===== src/rtl/tdc_pkg.sv =====
// package: register map, bit positions and settings for the tamper channels
package tdc_pkg;
   localparam logic [7:0] FLAGS_ADDR      = 8'h0F;
   localparam logic [7:0] CFG_ONE_ADDR    = 8'h14;
   localparam logic [7:0] CFG_TWO_ADDR    = 8'h15;
   // flag register bit positions
   localparam int         FLAG_ONE_BIT    = 0;
   localparam int         FLAG_TWO_BIT    = 1;
   // tamper config register bit positions
   localparam int         CFG_ARM_BIT     = 7;
   localparam int         CFG_IRQ_BIT     = 6;
   localparam int         CFG_WIRING_BIT  = 5;
   localparam int         CFG_LEVEL_BIT   = 4;
   localparam int         CFG_PERIODIC_BIT = 3;
   localparam logic [7:0] CFG_RESET       = 8'h00;
   localparam logic [7:0] CFG_WR_MASK     = 8'hF8;
   localparam logic [7:0] READ_ZERO       = 8'h00;
   // synchroniser depth
   localparam int         SYNC_STAGES     = 2;
endpackage


===== src/rtl/tdc_channel.sv =====
// one tamper detection channel: trigger decode, sampling choice and latched flag
`timescale 1ns/1ps
module tdc_channel
(
   // clock and reset
   input  wire logic clk,
   input  wire logic rst_n,
   // configuration
   input  wire logic arm,
   input  wire logic switch_wiring_select,
   input  wire logic trigger_level_select,
   input  wire logic periodic_check_select,
   // timing
   input  wire logic osc_running,
   input  wire logic second_tick,
   // pin
   input  wire logic intrusion_input,
   // status
   output logic      intrusion_flag,
   output logic      event_pulse
);
   logic [tdc_pkg::SYNC_STAGES-1:0] sync;
   logic [tdc_pkg::SYNC_STAGES-1:0] next_sync;
   logic                            next_flag;
   logic                            next_event;
   logic                            at_level;
   logic                            periodic;
   logic                            look;

   always_comb
   begin
      next_sync = {sync[tdc_pkg::SYNC_STAGES-2:0], intrusion_input};
      // the pin shows the trigger level in both wirings; open switch lets the pull reach it
      at_level  = (sync[tdc_pkg::SYNC_STAGES-1] == trigger_level_select);
      // normally open never samples; stopped oscillator reverts to continuous
      periodic  = !switch_wiring_select && periodic_check_select && osc_running;
      look      = periodic ? second_tick : 1'b1;
      next_event = arm && look && at_level && !intrusion_flag;
      if (!arm)
      begin
         next_flag = 1'b0;
      end
      else
      begin
         next_flag = intrusion_flag || (look && at_level);
      end
   end

   always_ff @(posedge clk)
   begin
      // keeps shifting in reset, so a zero reset value never poses as a low-level trigger
      sync <= next_sync;
      if (!rst_n)
      begin
         intrusion_flag <= 1'b0;
         event_pulse    <= 1'b0;
      end
      else
      begin
         intrusion_flag <= next_flag;
         event_pulse    <= next_event;
      end
   end

   flag_holds_a: assert property (@(posedge clk) disable iff (!rst_n)
      intrusion_flag && arm |=> intrusion_flag)
      else $error("flag dropped while armed");
   flag_clears_a: assert property (@(posedge clk) disable iff (!rst_n)
      !arm |=> !intrusion_flag)
      else $error("flag survived disarm");
   flag_needs_arm_a: assert property (@(posedge clk) disable iff (!rst_n)
      $rose(intrusion_flag) |-> $past(arm))
      else $error("flag set while disarmed");
   periodic_wait_a: assert property (@(posedge clk) disable iff (!rst_n)
      $rose(intrusion_flag) && $past(periodic) |-> $past(second_tick))
      else $error("periodic check set flag off the tick");
   continuous_set_a: assert property (@(posedge clk) disable iff (!rst_n)
      arm && !periodic && at_level |=> intrusion_flag)
      else $error("continuous check missed a trigger");
endmodule


===== src/rtl/tdc_top.sv =====
// top: tamper register file, two channels and the shared interrupt output
`timescale 1ns/1ps
// What this block does
// Two channels each set their own flag from their own pin when armed.
// The trigger is a switch closing to a rail or a closed switch opening, per config bits.
// Arming enables detection and a flag only clears while its arm bit is zero.
// Software should disarm then rearm after changing a channel's configuration.
// Software clears the flag by disarming then rearms to detect again.
// The flag sets on an armed event, is read-only and sits in the flags register.
// With its interrupt enable set, a channel event drives the shared interrupt pin.
// On battery the interrupt only fires if the battery interrupt enable is set.
// Software should read the flags register before disarming and rearming.
// The wiring bit picks normally open at one and normally closed at zero.
// The level bit picks trigger high at one and trigger low at zero.
// Wiring and level bits together give the four connection options.
// Normally closed wiring can check once a second or continuously.
// Normally open wiring ignores the periodic bit and watches continuously.
// Periodic checking needs the oscillator and reverts to continuous if it stops.
// The periodic strobe is the seconds tick and one sample at level sets the flag.
// Pin levels are synchronised before they can set a flag.
module tdc_top
(
   // clock and reset
   input  wire logic       clk,
   input  wire logic       rst_n,
   // register port
   input  wire logic [7:0] reg_addr,
   input  wire logic       reg_wr,
   input  wire logic [7:0] reg_wdata,
   input  wire logic       reg_rd,
   output logic      [7:0] reg_rdata,
   // system status
   input  wire logic       osc_running,
   input  wire logic       second_tick,
   input  wire logic       on_battery,
   input  wire logic       battery_irq_enable,
   // tamper pins
   input  wire logic       first_intrusion_input,
   input  wire logic       second_intrusion_input,
   // outputs
   output logic            irq_out_n,
   output logic            first_intrusion_flag,
   output logic            second_intrusion_flag
);
   logic [7:0] tamper_one_config;
   logic [7:0] tamper_two_config;
   logic [7:0] next_one_config;
   logic [7:0] next_two_config;
   logic [7:0] next_rdata;
   logic       next_irq_n;
   logic [1:0] flag;
   logic [1:0] event_pulse;
   logic [7:0] event_flags;
   logic       irq_ok;

   function automatic logic [7:0] cfg_write(input logic [7:0] old, input logic hit);
      cfg_write = hit ? (reg_wdata & tdc_pkg::CFG_WR_MASK) : old;
   endfunction

   always_comb
   begin
      next_one_config = cfg_write(tamper_one_config, reg_wr && reg_addr == tdc_pkg::CFG_ONE_ADDR);
      next_two_config = cfg_write(tamper_two_config, reg_wr && reg_addr == tdc_pkg::CFG_TWO_ADDR);
      event_flags = tdc_pkg::READ_ZERO;
      event_flags[tdc_pkg::FLAG_ONE_BIT] = flag[0];
      event_flags[tdc_pkg::FLAG_TWO_BIT] = flag[1];
      case (reg_addr)
         tdc_pkg::FLAGS_ADDR:   next_rdata = event_flags;
         tdc_pkg::CFG_ONE_ADDR: next_rdata = tamper_one_config;
         tdc_pkg::CFG_TWO_ADDR: next_rdata = tamper_two_config;
         default:               next_rdata = tdc_pkg::READ_ZERO;
      endcase
      if (!reg_rd)
      begin
         next_rdata = reg_rdata;
      end
      irq_ok = !on_battery || battery_irq_enable;
      // level irq held while an enabled flag stands
      next_irq_n = !(irq_ok &&
                   ((event_pulse[0] || flag[0]) && tamper_one_config[tdc_pkg::CFG_IRQ_BIT] ||
                    (event_pulse[1] || flag[1]) && tamper_two_config[tdc_pkg::CFG_IRQ_BIT]));
   end

   always_ff @(posedge clk)
   begin
      if (!rst_n)
      begin
         tamper_one_config     <= tdc_pkg::CFG_RESET;
         tamper_two_config     <= tdc_pkg::CFG_RESET;
         reg_rdata             <= tdc_pkg::READ_ZERO;
         irq_out_n             <= 1'b1;
         first_intrusion_flag  <= 1'b0;
         second_intrusion_flag <= 1'b0;
      end
      else
      begin
         tamper_one_config     <= next_one_config;
         tamper_two_config     <= next_two_config;
         reg_rdata             <= next_rdata;
         irq_out_n             <= next_irq_n;
         first_intrusion_flag  <= flag[0];
         second_intrusion_flag <= flag[1];
      end
   end

   tdc_channel u_first
   (
      .clk                   (clk),
      .rst_n                 (rst_n),
      .arm                   (tamper_one_config[tdc_pkg::CFG_ARM_BIT]),
      .switch_wiring_select  (tamper_one_config[tdc_pkg::CFG_WIRING_BIT]),
      .trigger_level_select  (tamper_one_config[tdc_pkg::CFG_LEVEL_BIT]),
      .periodic_check_select (tamper_one_config[tdc_pkg::CFG_PERIODIC_BIT]),
      .osc_running           (osc_running),
      .second_tick           (second_tick),
      .intrusion_input       (first_intrusion_input),
      .intrusion_flag        (flag[0]),
      .event_pulse           (event_pulse[0])
   );

   tdc_channel u_second
   (
      .clk                   (clk),
      .rst_n                 (rst_n),
      .arm                   (tamper_two_config[tdc_pkg::CFG_ARM_BIT]),
      .switch_wiring_select  (tamper_two_config[tdc_pkg::CFG_WIRING_BIT]),
      .trigger_level_select  (tamper_two_config[tdc_pkg::CFG_LEVEL_BIT]),
      .periodic_check_select (tamper_two_config[tdc_pkg::CFG_PERIODIC_BIT]),
      .osc_running           (osc_running),
      .second_tick           (second_tick),
      .intrusion_input       (second_intrusion_input),
      .intrusion_flag        (flag[1]),
      .event_pulse           (event_pulse[1])
   );

   // register file checks
   flag_readonly_a: assert property (@(posedge clk) disable iff (!rst_n)
      reg_wr && reg_addr == tdc_pkg::FLAGS_ADDR && flag[0] &&
      tamper_one_config[tdc_pkg::CFG_ARM_BIT] |=> flag[0])
      else $error("flag register write altered a flag");

   flag_readonly_two_a: assert property (@(posedge clk) disable iff (!rst_n)
      reg_wr && reg_addr == tdc_pkg::FLAGS_ADDR && flag[1] &&
      tamper_two_config[tdc_pkg::CFG_ARM_BIT] |=> flag[1])
      else $error("flag register write altered a flag");

   cfg_write_one_a: assert property (@(posedge clk) disable iff (!rst_n)
      reg_wr && reg_addr == tdc_pkg::CFG_ONE_ADDR
      |=> tamper_one_config == ($past(reg_wdata) & tdc_pkg::CFG_WR_MASK))
      else $error("first config write did not land");

   cfg_write_two_a: assert property (@(posedge clk) disable iff (!rst_n)
      reg_wr && reg_addr == tdc_pkg::CFG_TWO_ADDR
      |=> tamper_two_config == ($past(reg_wdata) & tdc_pkg::CFG_WR_MASK))
      else $error("second config write did not land");

   cfg_hold_a: assert property (@(posedge clk) disable iff (!rst_n)
      !reg_wr |=> $stable(tamper_one_config) && $stable(tamper_two_config))
      else $error("config changed without a write");

   // reserved bits never store, so a read-back cannot leak stale write data
   cfg_reserved_a: assert property (@(posedge clk) disable iff (!rst_n)
      (tamper_one_config & ~tdc_pkg::CFG_WR_MASK) == tdc_pkg::READ_ZERO &&
      (tamper_two_config & ~tdc_pkg::CFG_WR_MASK) == tdc_pkg::READ_ZERO)
      else $error("reserved config bit stored");

   read_config_one_a: assert property (@(posedge clk) disable iff (!rst_n)
      reg_rd && reg_addr == tdc_pkg::CFG_ONE_ADDR
      |=> reg_rdata == $past(tamper_one_config))
      else $error("first config read mismatch");

   read_config_two_a: assert property (@(posedge clk) disable iff (!rst_n)
      reg_rd && reg_addr == tdc_pkg::CFG_TWO_ADDR
      |=> reg_rdata == $past(tamper_two_config))
      else $error("second config read mismatch");

   flag_read_a: assert property (@(posedge clk) disable iff (!rst_n)
      reg_rd && reg_addr == tdc_pkg::FLAGS_ADDR
      |=> reg_rdata[tdc_pkg::FLAG_ONE_BIT] == $past(flag[0]) &&
          reg_rdata[tdc_pkg::FLAG_TWO_BIT] == $past(flag[1]))
      else $error("flags read did not show the flags");

   read_hold_a: assert property (@(posedge clk) disable iff (!rst_n)
      !reg_rd |=> $stable(reg_rdata))
      else $error("read data moved without a read");

   // interrupt checks
   irq_gate_a: assert property (@(posedge clk) disable iff (!rst_n)
      on_battery && !battery_irq_enable |=> irq_out_n)
      else $error("irq raised on battery without enable");

   irq_mask_a: assert property (@(posedge clk) disable iff (!rst_n)
      !tamper_one_config[tdc_pkg::CFG_IRQ_BIT] && !tamper_two_config[tdc_pkg::CFG_IRQ_BIT]
      |=> irq_out_n)
      else $error("irq raised with both enables clear");

   irq_fires_a: assert property (@(posedge clk) disable iff (!rst_n)
      flag[0] && tamper_one_config[tdc_pkg::CFG_IRQ_BIT] && !on_battery |=> !irq_out_n)
      else $error("enabled flag did not raise irq");

   irq_fires_two_a: assert property (@(posedge clk) disable iff (!rst_n)
      flag[1] && tamper_two_config[tdc_pkg::CFG_IRQ_BIT] && !on_battery |=> !irq_out_n)
      else $error("enabled second flag did not raise irq");

   irq_battery_a: assert property (@(posedge clk) disable iff (!rst_n)
      flag[1] && tamper_two_config[tdc_pkg::CFG_IRQ_BIT] && on_battery &&
      battery_irq_enable |=> !irq_out_n)
      else $error("battery irq enable did not pass the irq");

   irq_needs_flag_a: assert property (@(posedge clk) disable iff (!rst_n)
      !flag[0] && !flag[1] && !event_pulse[0] && !event_pulse[1]
      |=> irq_out_n)
      else $error("irq raised with no flag standing");

   disarm_quiet_a: assert property (@(posedge clk) disable iff (!rst_n)
      !tamper_one_config[tdc_pkg::CFG_ARM_BIT] && !tamper_two_config[tdc_pkg::CFG_ARM_BIT]
      |-> ##2 irq_out_n)
      else $error("irq outlived disarm of both channels");

   // pin copies lag the internal flags by one register
   flag_copy_one_a: assert property (@(posedge clk) disable iff (!rst_n)
      flag[0] |=> first_intrusion_flag)
      else $error("first flag pin did not follow");

   flag_copy_two_a: assert property (@(posedge clk) disable iff (!rst_n)
      flag[1] |=> second_intrusion_flag)
      else $error("second flag pin did not follow");
endmodule


===== config.mk =====
export PLATFORM = sky130hd
export DESIGN_NAME = tdc_top
export DESIGN_NICKNAME = d
export VERILOG_FILES = /design/src/rtl/tdc_pkg.sv /design/src/rtl/tdc_channel.sv /design/src/rtl/tdc_top.sv
export SDC_FILE = /design/constraint.sdc
export NUM_CORES = 1
export LEC_CHECK = 0
export BUFFER_PORTS_ARGS = -buffer_cell sky130_fd_sc_hd__buf_4
export CAP_MARGIN = 5
export CORE_ASPECT_RATIO = 1.5
export CORE_MARGIN = 4
export CORE_UTILIZATION = 48
export DETAILED_ROUTE_END_ITERATION = 12
export PLACE_DENSITY = 0.76
export SLEW_MARGIN = 10
export SYNTH_ARGS = -nofsm -noshare
export SYNTH_HDL_FRONTEND = slang
export SYNTH_SLANG_ARGS = --single-unit
export TNS_END_PERCENT = 10

===== constraint.sdc =====
create_clock -name clk -period 1.4 [get_ports clk]
set_clock_uncertainty 0.05 [all_clocks]
set_input_delay 0.07 -clock clk [delete_from_list [all_inputs] [get_ports clk]]
set_output_delay 0.07 -clock clk [all_outputs]
set_load 0.02 [all_outputs]

Yosys cells after proc, flatten, opt, wreduce, memory -nomap -nowiden
Cells that the tools add are included.
- flip-flop bits (word level): 29
- input bits: 26
- output and inout port bits: 11
- logic and storage cells: 51
- muxes and demuxes: 3
- equal/unequal tests: 5
- reductions and logical operators: 31
- operators by type and width (cell ; count):
    8-bit one-hot mux with 3 select lines ; 1
    1-bit logical AND ; 17
    8-bit by 5-bit == test with 1-bit output, second input constant ; 2
    8-bit by 4-bit == test with 1-bit output, second input constant ; 1
    1-bit zero test ; 6
    1-bit logical OR ; 6
    2-bit AND reduction ; 2
    1-bit == test ; 2
    1-bit two-way mux ; 2

Longest topological paths before layout
- word-level depth: 7
- gate-level depth with buffers: 4
- depth with buffers taken out: 3

Hierarchy
Synthesis repeated with hierarchy kept, for this count alone.
- cell total of the unflattened synthesis: 111
- area total of the unflattened synthesis: 1142.3 um^2
- modules (own cells, without submodules) (module ; area an instance (um^2) ; times used ; cells each):
    tdc_top ; 892.1 ; 1 ; 91
    tdc_channel ; 125.1 ; 2 ; 10

Least setup slack after synthesis
OpenSTA, ideal clock, no wires.
- kind: input port to flip-flop
- start: in reg_addr[5]
- end: reg tamper_two_config[5]
- stages: 4
- slack: 245 ps
- arrival: 1033 ps
- path buffers: 1
- path through: nor4b_4 and4_1 buf_6 mux2i_1
- longest elaborated chain between the ends: 2
- ends and longest elaborated chain (item ; line ; text):
    start: declaration ; tdc_top.sv:27 ; input wire logic [7:0] reg_addr,
    8-bit by 5-bit == test with 1-bit output ; tdc_top.sv:63 ; next_two_config = cfg_write(tamper_two_config, reg_wr && reg_addr == tdc_pkg::CFG_TWO_ADDR);
    1-bit logical AND ; tdc_top.sv:63 ;
    end signal: assignment ; tdc_top.sv:89 ; tamper_two_config <= tdc_pkg::CFG_RESET;
    end signal: assignment ; tdc_top.sv:98 ; tamper_two_config <= next_two_config;
    end: declaration ; tdc_top.sv:46 ; logic [7:0] tamper_two_config;
No other way between the ends.
A chain may end at the register's enable or synchronous reset.

Worst setup path after layout
- start: reg tamper_two_config[5]
- end: reg u_second.intrusion_flag
- longest elaborated chain between the ends: 6
- ends and longest elaborated chain (item ; line ; text):
    1-bit zero test ; tdc_channel.sv:36 ; periodic = !switch_wiring_select && periodic_check_select && osc_running;
    1-bit logical AND (2 in series) ; tdc_channel.sv:36 ;
    1-bit two-way mux ; tdc_channel.sv:37 ; look = periodic ? second_tick : 1'b1;
    1-bit logical AND ; tdc_channel.sv:45 ; next_flag = intrusion_flag || (look && at_level);
    1-bit logical OR ; tdc_channel.sv:45 ;
    end signal: assignment ; tdc_channel.sv:60 ; intrusion_flag <= next_flag;
    end: declaration ; tdc_channel.sv:19 ; output logic intrusion_flag,
No other way between the ends.

==> results.md <==
- First-pass GRT wire length: 3808 microns
- Setup WS pre-CTS: 61.91 ps
- Initial core utilization: 0.5044
- Period utilisation layout: 0.8893
- Switching share of power: 0.1947
- WP depth: 3
- Number of enable flip-flop cells after synthesis: 0
- Fin. Hold Viols: 0
- CP Data Arrival Time: 1440 ps
- Largest net degree at the start of global routing: 26
- WHS Endpoint: reg_rdata[0]
- CP Class: flip-flop to flip-flop
- HPWL after DPL: 1740 microns
- GPL Wtd Cong: 0.7391
- Max FO, Critical Path: 3
- Die X: 47.79 microns
- Vias: 918
- Lkg Pwr: 0.6921 nW
- Outcome: finished, final reports clean
- Gr ovfl total: 0
- H-tree levels: 1
- P&R area growth vs syn: 36.33%
- Setup WS post-layout: 154.9 ps
- Ant diodes: 0
- Share of cells above drive strength 1: 0.3289
- Worst Hold Class: primary input to flip-flop
- Hold_buf cts: 10
- Post-cts resize count: 0
- CP Cell Sequence: nor4bb_1 -> nor2_1 -> o21ba_2
- Reg2reg setup slack: 150 ps
- Cell family with most CP delay: simple AND/OR/NAND/NOR gates
- Worst hold start: reg_addr[5]
- Peak supply drop: 0.6001 mV
- Reg2reg path depth: 3
- Flops & latches, synth: 28
- Synth Area per Inst: 10.46 sq um
- Worst hold stages: 4
- CP bufs+invs: 0
- Combinational share of power: 0.086
- Post-CTS setup repair buffer count: 0
- Worst-path clk slew: 150 ps
- Router iterations before antenna repair: 2
- Critical path's slowest cell: nor4bb_1
- Slew Limit Fails: 0
- Vias in the first global route: 907
- CP Launch Type: flip-flop
- Post-synthesis cell count: 109
- Via density: 5.246
- Pint: 0.001171 W
- Worst path required time: 1590 ps
- Clock Power Share: 0.360
- Ys flop type: dfxtp_1
- Drt wl/cell: 12.99 microns
- TritonCTS buffer count: 3
- Clk buf depth: 2
- Initial DRC count: 17
- Core Region: 2260 sq um
- # fillers: 188
- Nets: 179
- Standard-cell rows: 21
- Final wirelength: 2273 microns
- P_sw: 0.0002831 W
- Die Footprint: 3234 sq um
- Multi-input gate area: 541.8 sq um
- Syn Nets: 135
- P per Cell Area: 935.6 nW/um^2
- Antenna viol nets, final: 0
- Initial antenna violation count: 0
- Root Driver: clkbuf_4
- Yosys cell types: 24
- Mapped cell area: 1140 sq um
- Num Clock Sinks: 28
- Minimum clock period: 1245 ps
- Synthesis Warnings: 0
- Unrepaired setup endpoints after global routing: no
- FMAX: 803.2 MHz
- Worst R2R Start: tamper_two_config[5]
- GRT Total Usage: 0.1637
- Port-buffer cells: 32
- Worst skew pair latency: 330 ps
- Worst setup EP type: flip-flop
- Final setup viols: 0
- # DRC: 0
- Sequential Power Share: 0.554
- Slowest cell delay on critical path: 440 ps
- Post-synthesis sequential area ratio: 0.4918
- Reg2reg end: u_second.intrusion_flag
- CTS tree: built
- Maxcap violations: 0
- Die H: 67.68 microns
- Seq. cell area: 560.5 sq um
- Asr flop ratio synth: 0
- # IOs: 37
- Setup TNS: 0 ps
==> sequential cells by signal, summed over array words and instances (netlist names) <==
name and count:
first_intrusion_flag 1, irq_out_n 1, reg_rdata 7, second_intrusion_flag 1, tamper_one_config 5, tamper_two_config 5
u_first.event_pulse 1, u_first.intrusion_flag 1, u_first.sync 2, u_second.event_pulse 1, u_second.intrusion_flag 1, u_second.sync 2
==> final cells by class <==
type	count	share of cell area
Tap cell	23	0.01852
Clock inverter	1	0.01932
Sequential cell	28	0.3607
Multi-Input combinational cell	74	0.3486
Clock buffer	3	0.01449
Timing Repair Buffer	46	0.2383
==> layer usage <==
layer	routed length [microns]	vias to the layer above	global-route usage
met5	0	-	0
met4	53	0	0.06061
met3	115	7	0.03200
met2	1209	24	0.2781
met1	894	420	0.1951
li1	-	467	-
==> metrics by stage <==
stage	power [W]	area, sq um	utilization	hold WS [ps]	instances
finish	0.001454	1554	0.6877	10.67	175
global route	0.001512	1554	0.6877	31.49	175
CTS	0.001463	1554	0.6877	4.885	175
detailed placement	0.0009274	1401	0.6202	126.8	161
global placement	0.0009237	1401	0.6202	125.4	161
floorplan	0.0008688	1140	-	47.72	109
==> cells in the final DEF, fill, tap and decap left out, types with 2 or more instances in the layout <==
cell type / count
buf_4: 36
dfxtp_1: 28
nand2_1: 16
mux2i_1: 10
dlygate4sd3_1: 10
nand2b_1: 8
nand4_1: 7
a21boi_0: 7
mux2_2: 5
clkbuf_4: 3
o21ai_0: 2
and2_1: 2
nor4bb_1: 2
xor2_1: 2
nor4_1: 2
nor2_1: 2
o21ba_2: 2
==> synth_stat cells, types with 2 or more instances <==
library cell / number / area, sq um
o21ba_2: 2 / 20.02
mux2i_1: 10 / 100.1
nor4bb_1: 2 / 20.02
nand2_1: 16 / 60.06
nand4_1: 7 / 43.79
nor2_1: 2 / 7.510
nand2b_1: 8 / 50.05
o21ai_0: 2 / 10.01
nor4_1: 2 / 12.51
xor2_1: 2 / 17.52
mux2_2: 5 / 56.30
a21boi_0: 7 / 52.55
clkbuf_1: 5 / 18.77
dfxtp_1: 28 / 560.5
and2_1: 2 / 12.51
==> power by group through the flow <==
| stage | sequential (W) | clock (W) | combinational [W] |
|---|---|---|---|
| finish | 0.000805 | 0.000523 | 0.000125 |
| global route | 0.000807 | 0.000566 | 0.000139 |
| CTS | 0.000806 | 0.000531 | 0.000126 |
| detailed placement | 0.000823 | 0 | 0.000105 |
| global placement | 0.000823 | 0 | 0.000101 |
| floorplan | 0.000823 | 0 | 0.0000462 |
==> worst max path at each step <==
stage,slack (ps),startpoint,endpoint
floorplan,250,reg_addr[5],tamper_two_config[5]
global placement,100,reg_addr[5],tamper_two_config[4]
detailed placement,60,reg_addr[5],tamper_two_config[4]
CTS,140,tamper_two_config[5],u_second.intrusion_flag
global route,80,tamper_two_config[5],u_second.intrusion_flag
finish,150,tamper_two_config[5],u_second.intrusion_flag
==> worst register-to-register path, stage by stage, from the launching register on <==
cell and delay [ps]:
dfxtp_1 360, nor4bb_1 440, nor2_1 100, o21ba_2 210
==> cells by family (layout without fill, tap and decap cells) <==
group                  after synthesis  in the layout  share of synthesized area
flip-flops                          28             28                     0.4918
multiplexers                        15             15                     0.1372
AND/OR/NAND/NOR                     45             45                     0.2470
XOR/XNOR                             2              2                    0.01537
AO/OA/AOI/OAI                       11             11                    0.07245
buffers and inverters                7             50                    0.03293
other                                1              1                   0.003290
Note: power is estimated with default switching activity, not from simulation.
